$ cat config.mk
export PLATFORM = sky130hd
export DESIGN_NAME = wwdt_core
export DESIGN_NICKNAME = d
export VERILOG_FILES = /design/src/wwdt_pkg.sv /design/src/wwdt_tick_sync.sv /design/src/wwdt_core.sv
export SDC_FILE = /design/constraint.sdc
export NUM_CORES = 1
export LEC_CHECK = 0
export BUFFER_PORTS_ARGS = -buffer_cell sky130_fd_sc_hd__buf_4
export CORE_AREA = 5 5 74 126
export CTS_CLUSTER_SIZE = 16
export DETAILED_ROUTE_END_ITERATION = 10
export DIE_AREA = 0 0 79 131
export PLACE_DENSITY_LB_ADDON = 0.08
export REMOVE_ABC_BUFFERS = 1
export SLEW_MARGIN = 20
export SYNTH_ARGS = -nofsm -noshare
export SYNTH_HDL_FRONTEND = slang
export SYNTH_HIERARCHICAL = 1
export SYNTH_SLANG_ARGS = --single-unit
$ cat constraint.sdc
create_clock -name ref_clk_i -period 12.84 [get_ports ref_clk_i]
set_input_delay 2.568 -clock ref_clk_i [delete_from_list [all_inputs] [get_ports ref_clk_i]]
set_output_delay 2.568 -clock ref_clk_i [all_outputs]
set_load 0.005 [all_outputs]
$ cat src/wwdt_pkg.sv
// package: register map, field layout and timing constants of the windowed watchdog
package wwdt_pkg;

   // register indices; byte address is four times the index
   localparam logic [3:0] WWDT_IDX_CTRL = 4'h0;
   localparam logic [3:0] WWDT_IDX_STATUS = 4'h1;
   localparam logic [3:0] WWDT_IDX_CCP = 4'h2;
   localparam int WWDT_ADDR_W = 6;
   localparam logic [WWDT_ADDR_W-1:0] WWDT_ADDR_CTRL = {WWDT_IDX_CTRL, 2'b00};
   localparam logic [WWDT_ADDR_W-1:0] WWDT_ADDR_STATUS = {WWDT_IDX_STATUS, 2'b00};
   localparam logic [WWDT_ADDR_W-1:0] WWDT_ADDR_CCP = {WWDT_IDX_CCP, 2'b00};

   // field positions
   localparam int WWDT_PERIOD_LSB = 0;
   localparam int WWDT_WINDOW_LSB = 4;
   localparam int WWDT_LOCK_BIT = 7;
   localparam int WWDT_BUSY_BIT = 0;

   // reset values
   localparam logic [7:0] WWDT_CTRL_RST = 8'h00;
   localparam logic WWDT_LOCK_RST = 1'b0;

   // period codes
   localparam logic [3:0] WWDT_CODE_OFF = 4'h0;
   localparam logic [3:0] WWDT_CODE_MAX = 4'hb;

   // unlock key; value is arbitrary
   localparam logic [7:0] WWDT_IO_REG_KEY = 8'h5a;
   // bus transfers for which an unlock stays open
   localparam logic [2:0] WWDT_CCP_WINDOW = 3'd4;

   // timing
   localparam int WWDT_SYS_CLK_HZ = 50_000_000;
   localparam int WWDT_OSC_HZ = 1024;
   localparam int WWDT_CNT_W = 14;
   // watchdog clock ticks a clear waits before it takes effect
   localparam logic [1:0] WWDT_CLR_SYNC_TICKS = 2'd2;
   // watchdog clock ticks a control write waits before it takes effect
   localparam logic [1:0] WWDT_CFG_SYNC_TICKS = 2'd2;

   // apb request group
   typedef struct packed {
      logic psel;
      logic penable;
      logic pwrite;
      logic [31:0] paddr;
      logic [31:0] pwdata;
   } wwdt_apb_req_s;

   typedef struct packed {
      logic pready;
      logic pslverr;
      logic [31:0] prdata;
   } wwdt_apb_rsp_s;

endpackage : wwdt_pkg

$ cat src/wwdt_tick_sync.sv
// module: samples the watchdog oscillator pin and makes a one-cycle tick per rising edge
`timescale 1ns/1ns
module wwdt_tick_sync (
   input wire logic ref_clk_i, // system clock
   input wire logic rst_n_i, // synchronous reset, active low
   input wire logic osc_clk_i, // watchdog oscillator, asynchronous
   output logic tick_o // one-cycle pulse per oscillator rising edge
);

   logic s1_r;
   logic s2_r;
   logic s3_r;
   logic lvl_r;

   // three-stage sampler; a level counts once stages two and three agree
   always_ff @(posedge ref_clk_i) begin
      if (!rst_n_i) begin
         s1_r <= 1'b0;
         s2_r <= 1'b0;
         s3_r <= 1'b0;
         lvl_r <= 1'b0;
         tick_o <= 1'b0;
      end else begin
         s1_r <= osc_clk_i;
         s2_r <= s1_r;
         s3_r <= s2_r;
         tick_o <= 1'b0;
         if (s2_r == s3_r) begin
            lvl_r <= s3_r;
            tick_o <= s3_r & ~lvl_r;
         end
      end
   end

endmodule : wwdt_tick_sync

$ cat src/wwdt_core.sv
// module: windowed watchdog timer with apb registers, change protection and lock
// clocking and limits
// one system clock; the oscillator pin becomes a tick enable
// three-flop sampling costs up to four system cycles of lag
// the system clock must run far faster than the oscillator
// a stopped system clock also stops the count: accepted trade-off
// all watchdog timing is counted in ticks, not system cycles
//
// bus side
// one wait state on every transfer; answers are registered
// unmapped addresses answer with an error and write nothing; they still use up an unlock slot
// unlocked but refused writes still answer okay, silently
// one protected write consumes the unlock window
//
// watchdog side
// fault is terminal until the system reset arrives
// halt outranks everything but a fault already taken or a period code of off
`timescale 1ns/1ns
module wwdt_core
   import wwdt_pkg::*;
#(
   parameter int CNT_W = WWDT_CNT_W // counter width, must hold 8K ticks
) (
   input wire logic ref_clk_i, // system clock, 50 MHz
   input wire logic rst_n_i, // synchronous reset, active low
   input wire wwdt_apb_req_s apb_i, // apb request group
   output wwdt_apb_rsp_s apb_o, // apb answer group
   input wire logic osc_clk_i, // watchdog oscillator pin
   input wire logic clear_req_i, // watchdog clear instruction pulse
   input wire logic debug_halt_i, // cpu halted by debugger
   input wire logic debug_mode_i, // debugger attached
   input wire logic [7:0] fuse_cfg_i, // watchdog config fuse
   output logic sys_reset_req_o // system reset request, held
);

   // refuse widths that cannot hold the longest period
   initial begin
      if (CNT_W < 14) begin
         $error("wwdt_core: CNT_W must be at least 14");
      end
      if (CNT_W > 31) begin
         $error("wwdt_core: CNT_W must stay below 32");
      end
      // a sync count of zero would wrap to four ticks; an unlock window of zero would never open
      if (WWDT_CLR_SYNC_TICKS == 2'd0) begin
         $error("wwdt_core: clear sync needs at least one tick");
      end
      if (WWDT_CFG_SYNC_TICKS == 2'd0) begin
         $error("wwdt_core: control sync needs at least one tick");
      end
      if (WWDT_CCP_WINDOW == 3'd0) begin
         $error("wwdt_core: unlock window needs at least one transfer");
      end
   end

   typedef enum logic [3:0] {
      WWDT_ST_OFF = 4'b0001,
      WWDT_ST_CLOSED = 4'b0010,
      WWDT_ST_OPEN = 4'b0100,
      WWDT_ST_FAULT = 4'b1000
   } wwdt_state_e;

   // length in ticks of a period code; reserved codes run as the longest
   // code one gives eight ticks, each further step doubles
   function automatic logic [CNT_W-1:0] len_f(input logic [3:0] code);
      logic [3:0] c;
      c = (code > WWDT_CODE_MAX) ? WWDT_CODE_MAX : code;
      len_f = CNT_W'(1) << (c + 4'd2);
   endfunction : len_f

   // register state
   logic tick;
   logic [7:0] ctrl_r; // software view of control
   logic [7:0] eff_r; // control as seen by the counter
   logic lock_r;
   logic busy_r; // sync pending flag
   logic [1:0] cfg_cnt_r;
   logic clr_busy_r;
   logic [1:0] clr_cnt_r;
   logic clr_apply_r;
   logic [2:0] unlock_r;
   logic boot_r;
   logic halt_q_r;
   logic [CNT_W-1:0] cnt_r;
   wwdt_state_e state_r;
   // combinational decode
   logic xfer;
   logic wr;
   logic [WWDT_ADDR_W-1:0] addr;
   logic mapped;
   logic unlocked;
   logic [3:0] eff_per;
   logic [3:0] eff_win;
   logic [CNT_W-1:0] limit;
   logic ctrl_wr; // accepted protected control write
   logic stat_wr; // accepted protected status write

   // oscillator pin to one-cycle tick enable
   wwdt_tick_sync u_tick (
      .ref_clk_i(ref_clk_i),
      .rst_n_i(rst_n_i),
      .osc_clk_i(osc_clk_i),
      .tick_o(tick)
   );

   // bus decode; a transfer completes on the edge where pready is high
   assign xfer = apb_i.psel & apb_i.penable & apb_o.pready;
   assign wr = xfer & apb_i.pwrite & ~apb_o.pslverr;
   assign addr = apb_i.paddr[WWDT_ADDR_W-1:0];
   assign mapped = (apb_i.paddr[31:WWDT_ADDR_W] == '0) &&
      ((addr == WWDT_ADDR_CTRL) || (addr == WWDT_ADDR_STATUS) || (addr == WWDT_ADDR_CCP));
   assign unlocked = (unlock_r != 3'd0);
   assign eff_per = eff_r[WWDT_PERIOD_LSB +: 4];
   assign eff_win = eff_r[WWDT_WINDOW_LSB +: 4];
   // protected writes that may land; the lock guards control only
   assign ctrl_wr = wr & unlocked & (addr == WWDT_ADDR_CTRL) & ~lock_r;
   assign stat_wr = wr & unlocked & (addr == WWDT_ADDR_STATUS);

   // apb answer: one wait state, data and error registered with pready
   always_ff @(posedge ref_clk_i) begin
      if (!rst_n_i) begin
         apb_o <= '0;
      end else begin
         // answer exactly one cycle after the access phase opens
         apb_o.pready <= apb_i.psel & apb_i.penable & ~apb_o.pready;
         apb_o.pslverr <= apb_i.psel & apb_i.penable & ~apb_o.pready & ~mapped;
         apb_o.prdata <= 32'h0000_0000;
         // data only in the answer cycle; error answers stay zero unless the low six address bits hit a register
         if (apb_i.psel & apb_i.penable & ~apb_o.pready & ~apb_i.pwrite) begin
            case (addr)
               WWDT_ADDR_CTRL: apb_o.prdata <= {24'h00_0000, ctrl_r};
               WWDT_ADDR_STATUS: begin
                  apb_o.prdata[WWDT_LOCK_BIT] <= lock_r;
                  apb_o.prdata[WWDT_BUSY_BIT] <= busy_r;
               end
               default: apb_o.prdata <= 32'h0000_0000;
            endcase
         end
      end
   end

   // unlock window: key write opens it, each later transfer uses one slot
   // a key write in the last slot reopens the window: set wins
   always_ff @(posedge ref_clk_i) begin
      if (!rst_n_i) begin
         unlock_r <= 3'd0;
      end else if (wr && addr == WWDT_ADDR_CCP && apb_i.pwdata[7:0] == WWDT_IO_REG_KEY) begin
         unlock_r <= WWDT_CCP_WINDOW;
      end else if (wr && (addr == WWDT_ADDR_CTRL || addr == WWDT_ADDR_STATUS)) begin
         unlock_r <= 3'd0; // one protected write per unlock
      end else if (xfer && unlocked) begin
         unlock_r <= unlock_r - 3'd1;
      end
   end

   // boot marker: fuse is caught on the first edge after reset release
   // the fuse is a level from boot logic, steady by reset release
   always_ff @(posedge ref_clk_i) begin
      if (!rst_n_i) begin
         boot_r <= 1'b1;
      end else begin
         boot_r <= 1'b0;
      end
   end

   // control register and lock; writes need unlock and a clear lock
   // the lock bit itself stays key protected but is never self-locked
   always_ff @(posedge ref_clk_i) begin
      if (!rst_n_i) begin
         ctrl_r <= WWDT_CTRL_RST;
         lock_r <= WWDT_LOCK_RST;
      end else if (boot_r) begin
         ctrl_r <= fuse_cfg_i;
         lock_r <= (fuse_cfg_i[WWDT_PERIOD_LSB +: 4] != WWDT_CODE_OFF);
      end else begin
         // a write without a live unlock never gets through here
         if (ctrl_wr) begin
            ctrl_r <= apb_i.pwdata[7:0];
         end
         if (stat_wr) begin
            if (apb_i.pwdata[WWDT_LOCK_BIT]) begin
               lock_r <= 1'b1;
            end else if (debug_mode_i) begin
               lock_r <= 1'b0;
            end
         end
      end
   end

   // control sync: busy until two oscillator ticks have passed
   // a write while busy restarts the count; software must not do that
   always_ff @(posedge ref_clk_i) begin
      if (!rst_n_i) begin
         eff_r <= WWDT_CTRL_RST;
         busy_r <= 1'b0;
         cfg_cnt_r <= 2'd0;
      end else if (boot_r) begin
         eff_r <= fuse_cfg_i;
      end else if (ctrl_wr) begin
         busy_r <= 1'b1;
         cfg_cnt_r <= 2'd0;
      end else if (busy_r && tick) begin
         if (cfg_cnt_r == WWDT_CFG_SYNC_TICKS - 2'd1) begin
            eff_r <= ctrl_r;
            busy_r <= 1'b0;
         end else begin
            cfg_cnt_r <= cfg_cnt_r + 2'd1;
         end
      end
   end

   // clear sync: a clear is taken into the watchdog clock over two ticks
   // with tick phase unknown this spans one to two oscillator periods
   always_ff @(posedge ref_clk_i) begin
      if (!rst_n_i) begin
         clr_busy_r <= 1'b0;
         clr_cnt_r <= 2'd0;
         clr_apply_r <= 1'b0;
      end else begin
         clr_apply_r <= 1'b0;
         if (clear_req_i && !clr_busy_r) begin
            clr_busy_r <= 1'b1; // later clears ignored while set
            clr_cnt_r <= 2'd0;
         end else if (clr_busy_r && tick) begin
            if (clr_cnt_r == WWDT_CLR_SYNC_TICKS - 2'd1) begin
               clr_busy_r <= 1'b0;
               clr_apply_r <= 1'b1;
            end else begin
               clr_cnt_r <= clr_cnt_r + 2'd1;
            end
         end
      end
   end

   // current limit: closed length in the closed period, else open length
   // a code change takes effect at the next comparison, never mid-tick
   assign limit = (state_r == WWDT_ST_CLOSED) ? len_f(eff_win) : len_f(eff_per);

   // debug halt edge memory for resume handling
   always_ff @(posedge ref_clk_i) begin
      if (!rst_n_i) begin
         halt_q_r <= 1'b0;
      end else begin
         halt_q_r <= debug_halt_i;
      end
   end

   // watchdog state and counter; counting only on oscillator ticks
   // fault is terminal: only a system reset leaves it
   // halt outranks counting so a halted cpu is never reset
   always_ff @(posedge ref_clk_i) begin
      if (!rst_n_i) begin
         state_r <= WWDT_ST_OFF;
         cnt_r <= '0;
      end else if (state_r == WWDT_ST_FAULT) begin
         state_r <= WWDT_ST_FAULT; // held until system reset
      end else if (eff_per == WWDT_CODE_OFF) begin
         state_r <= WWDT_ST_OFF;
         cnt_r <= '0;
      end else if (debug_halt_i) begin
         state_r <= WWDT_ST_OPEN; // resume runs a normal time-out
         cnt_r <= '0;
      end else if (halt_q_r) begin
         // first cycle after the halt: restart the open time-out cleanly
         state_r <= WWDT_ST_OPEN;
         cnt_r <= '0;
      end else begin
         case (state_r)
            WWDT_ST_OFF: begin
               state_r <= WWDT_ST_OPEN; // window waits for first clear
               cnt_r <= '0;
            end
            WWDT_ST_OPEN: begin
               if (clr_apply_r) begin
                  cnt_r <= '0;
                  state_r <= (eff_win != WWDT_CODE_OFF) ? WWDT_ST_CLOSED : WWDT_ST_OPEN;
               end else if (tick) begin
                  if (cnt_r == limit - CNT_W'(1)) begin
                     state_r <= WWDT_ST_FAULT;
                  end else begin
                     cnt_r <= cnt_r + CNT_W'(1);
                  end
               end
            end
            WWDT_ST_CLOSED: begin
               if (clr_apply_r) begin
                  state_r <= WWDT_ST_FAULT;
               end else if (eff_win == WWDT_CODE_OFF) begin
                  state_r <= WWDT_ST_OPEN;
                  cnt_r <= '0;
               end else if (tick) begin
                  if (cnt_r == limit - CNT_W'(1)) begin
                     state_r <= WWDT_ST_OPEN;
                     cnt_r <= '0;
                  end else begin
                     cnt_r <= cnt_r + CNT_W'(1);
                  end
               end
            end
            default: begin
               state_r <= WWDT_ST_OFF;
               cnt_r <= '0;
            end
         endcase
      end
   end

   // reset request output, held until the system reset arrives
   // one cycle behind the fault state so the output comes from a flop
   always_ff @(posedge ref_clk_i) begin
      if (!rst_n_i) begin
         sys_reset_req_o <= 1'b0;
      end else if (state_r == WWDT_ST_FAULT) begin
         sys_reset_req_o <= 1'b1;
      end
   end

endmodule : wwdt_core

After elaboration in Yosys (flattened, before gate mapping). Cells that the tools add are included.

Input bits: 81. Bits in registers: 87. Output and inout port bits: 35. Word-level logic and storage cells: 189.

Equality and inequality tests: 29. $lt $le $gt $ge: 2. Mux-type cells: 53. Shift operators: 2. Add/sub/neg operators: 7. Reduce and logical (&&, ||, !) cells: 46. Bitwise gates (word level): 23.

Operator list (number): $mux 14 (11); $mux 4 (13); $mux 8 (6); $pmux 14 s2 (1); $shl 1x4->14 const A (2); $logic_not 26->1 (1); $ne 8x4->1 const B (2); $reduce_bool 2->1 (8); $add 14x1->14 const B (1); $eq 14x14->1 (1); $sub 14x1->14 const B (1); $and 1x1->1 (12); $mux 1 (12); $mux 3 (4); $ne 6x4->1 const B (2); $pmux 4 s3 (1); $reduce_and 3->1 (4); $reduce_and 4->1 (3); $not 1->1 (11); $ne 5x4->1 const B (2); $reduce_and 2->1 (5); $reduce_bool 3->1 (3); $reduce_or 3->1 (3); $add 4x2->4 const B (2); other kinds (33) (51).

Longest topological paths before layout.
Word-level depth: 16. Depth in mapped cells: 27. Mapped depth without buffers: 18.

Modules after synthesis. The synthesis kept the hierarchy.

Modules (own cells, without submodules): wwdt_core (seq. area each 1161.1 um^2, cells an instance 543, times used 1, area an instance 4225.3 um^2); wwdt_tick_sync (seq. area each 100.1 um^2, cells an instance 12, times used 1, area an instance 148.9 um^2).

Worst setup path after synthesis. Ideal clock, no wire load.

Path type: reg-to-reg. From: register state_r[0]. To: register cnt_r[1]. Path buffers: 9. Arrival: 4.973 ns. Period minus slack after synthesis: 5.043 ns. Path slack: 7.797 ns. Data required time: 12.770 ns. Stages on the path, launching flop included: 28. Path through: dfxtp_1 -> buf_6 -> or4b_4 -> buf_6 -> buf_6 -> a211oi_1 -> a21oi_1 -> ha_1 -> nor2b_1 -> o21ai_0 -> and2_0 -> buf_2 -> buf_2 -> nand2_1 -> ha_1 -> clkbuf_1 -> xor2_1 -> or2_2 -> nor2_1 -> a2bb2oi_1 -> o211a_1 -> a2111oi_2 -> and4_1 -> buf_4 -> buf_8 -> buf_8 -> o21ai_1 -> a21oi_1.

Word-level cells in the longest chain between the ends: 12.

RTL lines: from (decl) (line wwdt_core.sv:85) `wwdt_state_e state_r;`; from (signal assigned) (line wwdt_core.sv:276) `state_r <= (eff_win != WWDT_CODE_OFF) ? WWDT_ST_CLOSED : WWDT_ST_OPEN;`; $eq 4x2->1 (line wwdt_core.sv:237, wwdt_core.sv:268); $mux 14 (line wwdt_core.sv:237) `assign limit = (state_r == WWDT_ST_CLOSED) ? len_f(eff_win) : len_f(eff_per);`; $sub 14x1->14 (line wwdt_core.sv:278, wwdt_core.sv:292); $eq 14x14->1 (line wwdt_core.sv:278, wwdt_core.sv:292); $mux 14 (line wwdt_core.sv:292) `if (cnt_r == limit - CNT_W'(1)) begin`; $mux 14 (line wwdt_core.sv:291) `end else if (tick) begin`; $mux 14 (line wwdt_core.sv:288) `end else if (eff_win == WWDT_CODE_OFF) begin`; $mux 14 (line wwdt_core.sv:286) `if (clr_apply_r) begin`; $pmux 14 s2 (line wwdt_core.sv:268) `case (state_r)`; $mux 14 (line wwdt_core.sv:263) `end else if (halt_q_r) begin`; $mux 14 (line wwdt_core.sv:260) `end else if (debug_halt_i) begin`; $mux 14 (line wwdt_core.sv:257) `end else if (eff_per == WWDT_CODE_OFF) begin`; to (signal assigned) (line wwdt_core.sv:281) `cnt_r <= cnt_r + CNT_W'(1);`; to (signal assigned) (line wwdt_core.sv:296) `cnt_r <= cnt_r + CNT_W'(1);`; to (decl) (line wwdt_core.sv:84) `logic [CNT_W-1:0] cnt_r;`.

Several ways; a longest one is shown, not always the timed one. The select of a mux whose other input is x is not followed. A chain may end at the register's enable or synchronous reset.

Final worst setup path. Ends and elaborated chain as after synthesis.

==> flow_summary.html <==
<table>
<tr><th>Metric</th><th>Value</th></tr>
<tr><th colspan="2">Global route</th></tr>
<tr><td>Aggregate global routing overflow</td><td>0</td></tr>
<tr><td>Layer carrying the most global-route usage</td><td>met2</td></tr>
<tr><td>Met3 GRT Util</td><td>3.91%</td></tr>
<tr><td>Via count of the first global-routing pass</td><td>4164</td></tr>
<tr><td>Antenna violations before repair</td><td>0</td></tr>
<tr><td>Met2 global-route usage</td><td>43.8%</td></tr>
<tr><td>First-pass GRT wire length</td><td>19200 microns</td></tr>
<tr><td>Maximum number of pins on one net before global-route repair</td><td>34</td></tr>
<tr><td>Met1 Resource Use GR</td><td>23.0%</td></tr>
<tr><td>Combined global-route utilization of all metal layers</td><td>23.2%</td></tr>
<tr><th colspan="2">Drt</th></tr>
<tr><td>DR vias</td><td>4295</td></tr>
<tr><td>Length of the first detailed-routing pass in iterations</td><td>5</td></tr>
<tr><td>First-iteration detailed-routing DRC count</td><td>253</td></tr>
<tr><td>WL final</td><td>11500 microns</td></tr>
<tr><td>Number of routed nets with antenna violations</td><td>0</td></tr>
<tr><td>Vias per cell</td><td>6.18</td></tr>
<tr><td>Residual DRC</td><td>0</td></tr>
<tr><td>Post-detailed-route wirelength per cell</td><td>16.5 microns</td></tr>
<tr><th colspan="2">STA</th></tr>
<tr><td>Worst clock skew</td><td>0.00745 ns</td></tr>
<tr><td>Slew at the pin closest to its max-slew limit</td><td>1.07 ns</td></tr>
<tr><td>Final Setup Violations</td><td>0</td></tr>
<tr><td>Final Max Tran Viols</td><td>0</td></tr>
<tr><td>Slew Limit Headroom</td><td>27.8%</td></tr>
<tr><td>Tmin final</td><td>6.20 ns</td></tr>
<tr><td>Final hold violations</td><td>0</td></tr>
<tr><td>Final worst path period share</td><td>48.3%</td></tr>
<tr><td>Total negative slack</td><td>0 ns</td></tr>
<tr><td>Final Worst Setup Slack</td><td>6.64 ns</td></tr>
<tr><td>Maximum achievable frequency</td><td>161 MHz</td></tr>
<tr><td>RSZ-0062 raised after global routing</td><td>false</td></tr>
<tr><th colspan="2">Place</th></tr>
<tr><td>Placed cells</td><td>679</td></tr>
<tr><td>Gp weighted congestion</td><td>0.903</td></tr>
<tr><td>Placed Area</td><td>4720 sq um</td></tr>
<tr><td>Pre-CTS WS</td><td>6.69 ns</td></tr>
<tr><td>Half-perimeter wire length after detailed placement</td><td>8860 microns</td></tr>
<tr><td>Quantity of I/O buffers inserted on ports</td><td>67</td></tr>
<tr><th colspan="2">Floorplanning</th></tr>
<tr><td>Number of rows created at floorplan</td><td>44</td></tr>
<tr><td>Starting density of the core</td><td>53.3%</td></tr>
<tr><td>Placeable core area</td><td>8200 sq um</td></tr>
<tr><td>Area enclosed by the die boundary</td><td>10300 sq um</td></tr>
<tr><td>Width of the chip</td><td>79 microns</td></tr>
<tr><td>Die Ht</td><td>131 microns</td></tr>
<tr><td>Number of top-level design ports</td><td>116</td></tr>
<tr><th colspan="2">Clocking</th></tr>
<tr><td>Root Buffer Master</td><td>sky130_fd_sc_hd__clkbuf_16</td></tr>
<tr><td>Number of hold buffers added after cts</td><td>0</td></tr>
<tr><td>Number of H-tree levels</td><td>3</td></tr>
<tr><td>Post-CTS sizing</td><td>0</td></tr>
<tr><td>TritonCTS clock tree</td><td>yes</td></tr>
<tr><td>Worst-case clock buffer depth</td><td>2</td></tr>
<tr><td>Clock Pin Slew Worst Setup and Hold Paths</td><td>0.06 ns</td></tr>
<tr><td>Later-pin clock latency in the skew report</td><td>0.34 ns</td></tr>
<tr><td>Sinks on the clock net</td><td>63</td></tr>
<tr><td>Post-CTS repair timing setup buffer count</td><td>0</td></tr>
<tr><td>Inserted Clock Buffers</td><td>9</td></tr>
<tr><th colspan="2">Run status</th></tr>
<tr><td>Outcome</td><td>complete, no violations</td></tr>
<tr><th colspan="2">Worst setup path</th></tr>
<tr><td>Delay of the slowest critical-path stage</td><td>0.80 ns</td></tr>
<tr><td>Worst-path cell chain</td><td>or4b_4 &gt; a211oi_1 &gt; a21oi_1 &gt; ha_1 &gt; nor2b_1 &gt; o21ai_0 &gt; and2_0 &gt; nand2_1 &gt; ha_1 &gt; xor2_1 &gt; or2_2 &gt; nor2_1 &gt; a2bb2oi_1 &gt; o211a_1 &gt; a2111oi_2 &gt; and4_1 &gt; or3b_2 &gt; a21oi_1</td></tr>
<tr><td>Worst Path Arrival</td><td>6.40 ns</td></tr>
<tr><td>Cells on worst reg2reg path</td><td>18</td></tr>
<tr><td>Type of destination of the critical path</td><td>flip-flop</td></tr>
<tr><td>Cell with the largest stage delay on the worst path</td><td>sky130_fd_sc_hd__and4_1</td></tr>
<tr><td>Req. time, crit path</td><td>13.04 ns</td></tr>
<tr><td>Category of the most critical setup path</td><td>flip-flop to flip-flop</td></tr>
<tr><td>Crit start category</td><td>flip-flop</td></tr>
<tr><td>Top fanout value on the critical path</td><td>26</td></tr>
<tr><th colspan="2">Cells and area</th></tr>
<tr><td>Number of nets in the finished design</td><td>686</td></tr>
<tr><td>Leading cell types in the layout, fill and taps excluded</td><td>sky130_fd_sc_hd__buf_4, sky130_fd_sc_hd__dfxtp_1, sky130_fd_sc_hd__nor2_1</td></tr>
<tr><td>Final cell count without fillers</td><td>695</td></tr>
<tr><td>Area Growth Syn to Fin</td><td>14.4%</td></tr>
<tr><td>Commonest non-fill, non-tap cell in the layout</td><td>sky130_fd_sc_hd__buf_4</td></tr>
<tr><td>Proportion of layout cells with a drive suffix above 1</td><td>17.1%</td></tr>
<tr><td>Util after Layout</td><td>61.0%</td></tr>
<tr><td>Finished layout cell area</td><td>5000 sq um</td></tr>
<tr><td>Antenna Diode Count</td><td>0</td></tr>
<tr><th colspan="2">Flow run</th></tr>
<tr><td>Max-cap violations</td><td>0</td></tr>
<tr><th colspan="2">Synth</th></tr>
<tr><td>Share of synthesized registers carrying an async set or reset</td><td>0%</td></tr>
<tr><td>Avg Inst Size Synth</td><td>7.88 sq um</td></tr>
<tr><td>Most common flop cell mapped by yosys</td><td>sky130_fd_sc_hd__dfxtp_1</td></tr>
<tr><td>Number of warnings issued by yosys</td><td>6</td></tr>
<tr><td>Post-synthesis sequential area ratio</td><td>28.8%</td></tr>
<tr><td>Post-Syn Instances</td><td>555</td></tr>
<tr><td>Synth unique cells</td><td>77</td></tr>
<tr><td>Count of state elements after synthesis</td><td>63</td></tr>
<tr><td>Number of synthesized flops with an enable pin</td><td>0</td></tr>
<tr><td>Post-synthesis instance area</td><td>4370 sq um</td></tr>
<tr><th colspan="2">Pwr</th></tr>
<tr><td>Leakage</td><td>1.98 nW</td></tr>
<tr><td>Sw Ratio</td><td>28.1%</td></tr>
<tr><td>Internal</td><td>0.365 mW</td></tr>
<tr><td>Power per Cell Area</td><td>102 nW/um^2</td></tr>
<tr><td>Logic pwr share</td><td>13.2%</td></tr>
<tr><td>Share of total power in sequential cells</td><td>41.6%</td></tr>
<tr><td>Worst supply voltage drop on vdd</td><td>0.0000711 V</td></tr>
<tr><td>Fraction of power consumed by the clock network</td><td>45.3%</td></tr>
<tr><td>Psw</td><td>0.143 mW</td></tr>
<tr><th colspan="2">Worst hold path</th></tr>
<tr><td>Hold WC Path Type</td><td>flip-flop to flip-flop</td></tr>
<tr><td>Worst Hold Depth</td><td>1</td></tr>
</table>
layer usage:
layer / vias to the layer above / share of wire (%)
met3: 32 / 5.3
met4: 0 / 4.4
met1: 2013 / 36
met2: 160 / 54
li1: 2090 / -
met5: - / 0
logic make-up after synthesis:
logic type | synth area share [%]
other cells | 0.0857
compound gates | 22.5
buf+inv | 9.52
xor+xnor | 1.80
flops | 28.8
fa+ha+maj | 2.00
simple gates | 29.3
mux | 6.04
power by group through the flow:
stage               clock network [mW]  logic (mW)  registers [mW]
floorplan                            0      0.0415           0.212
global placement                     0      0.0651           0.215
detailed placement                   0      0.0662           0.215
CTS                              0.234      0.0666           0.211
global route                     0.241      0.0750           0.212
finish                           0.230      0.0669           0.211
state kept, by name, indices dropped and copies added, names as in the netlist, 2 cells and up:
register / flops
unlock_r: 3
clr_cnt_r: 2
ctrl_r: 8
apb_o: 10
state_r: 4
cfg_cnt_r: 2
eff_r: 8
cnt_r: 14
area by class of cell:
cell class / instances / area (sq um)
tap: 92 / 115
multi-input combinational: 442 / 2780
inverter: 14 / 52.6
fill: 772 / 3200
clock inverter: 7 / 55.1
clock buffer: 9 / 225
sequential: 63 / 1260
timing repair buffer: 68 / 510
per-stage QoR:
stage / hold WS (ns) / total power, mW
after global placement: 0.428 / 0.280
after detailed placement: 0.440 / 0.281
final: 0.450 / 0.508
after global routing: 0.475 / 0.529
after floorplan: 0.426 / 0.253
after CTS: 0.454 / 0.511
cell usage after synthesis, drive strengths merged, types with 6 or more instances:
cell    number  area [sq um]
o21ai       25           125
nor3         7          35.0
o31ai       12          90.1
nand2b      13          81.3
a211oi      11          82.6
clkbuf      22          82.6
or3          8          50.1
or4         10          75.1
nor2b       10          62.6
nand2       37           139
dfxtp       63          1260
nand4       10          62.6
buf         37           282
inv         14          52.6
and2        18           118
ha           7          87.6
a222oi       6          60.1
mux2i       20           204
a21oi       50           250
xnor2        6          52.6
o211ai       7          52.6
nor4        11          75.1
nand3       16          80.1
nor2        57           214
worst paths after layout:
| kind | slack (ns) | from | endpoint |
|---|---|---|---|
| setup / recovery | 6.64 | state_r[0] | cnt_r[1] |
| hold / removal | 0.45 | u_tick/s1_r | u_tick/s2_r |
| setup reg to reg | 6.64 | state_r[0] | cnt_r[1] |
| hold reg to reg | 0.45 | u_tick/s1_r | u_tick/s2_r |
critical path: cells and delay by family, from the launching register on:
kind,cells,cell delay [ns]
DFF,1,0.43
adders and majority gates,2,0.63
AOI/OAI and AO/OA,7,1.57
xor gates and xnor gates,1,0.20
and+or+nand+nor,8,3.21
No activity file was read; power rests on OpenSTA's default activity.
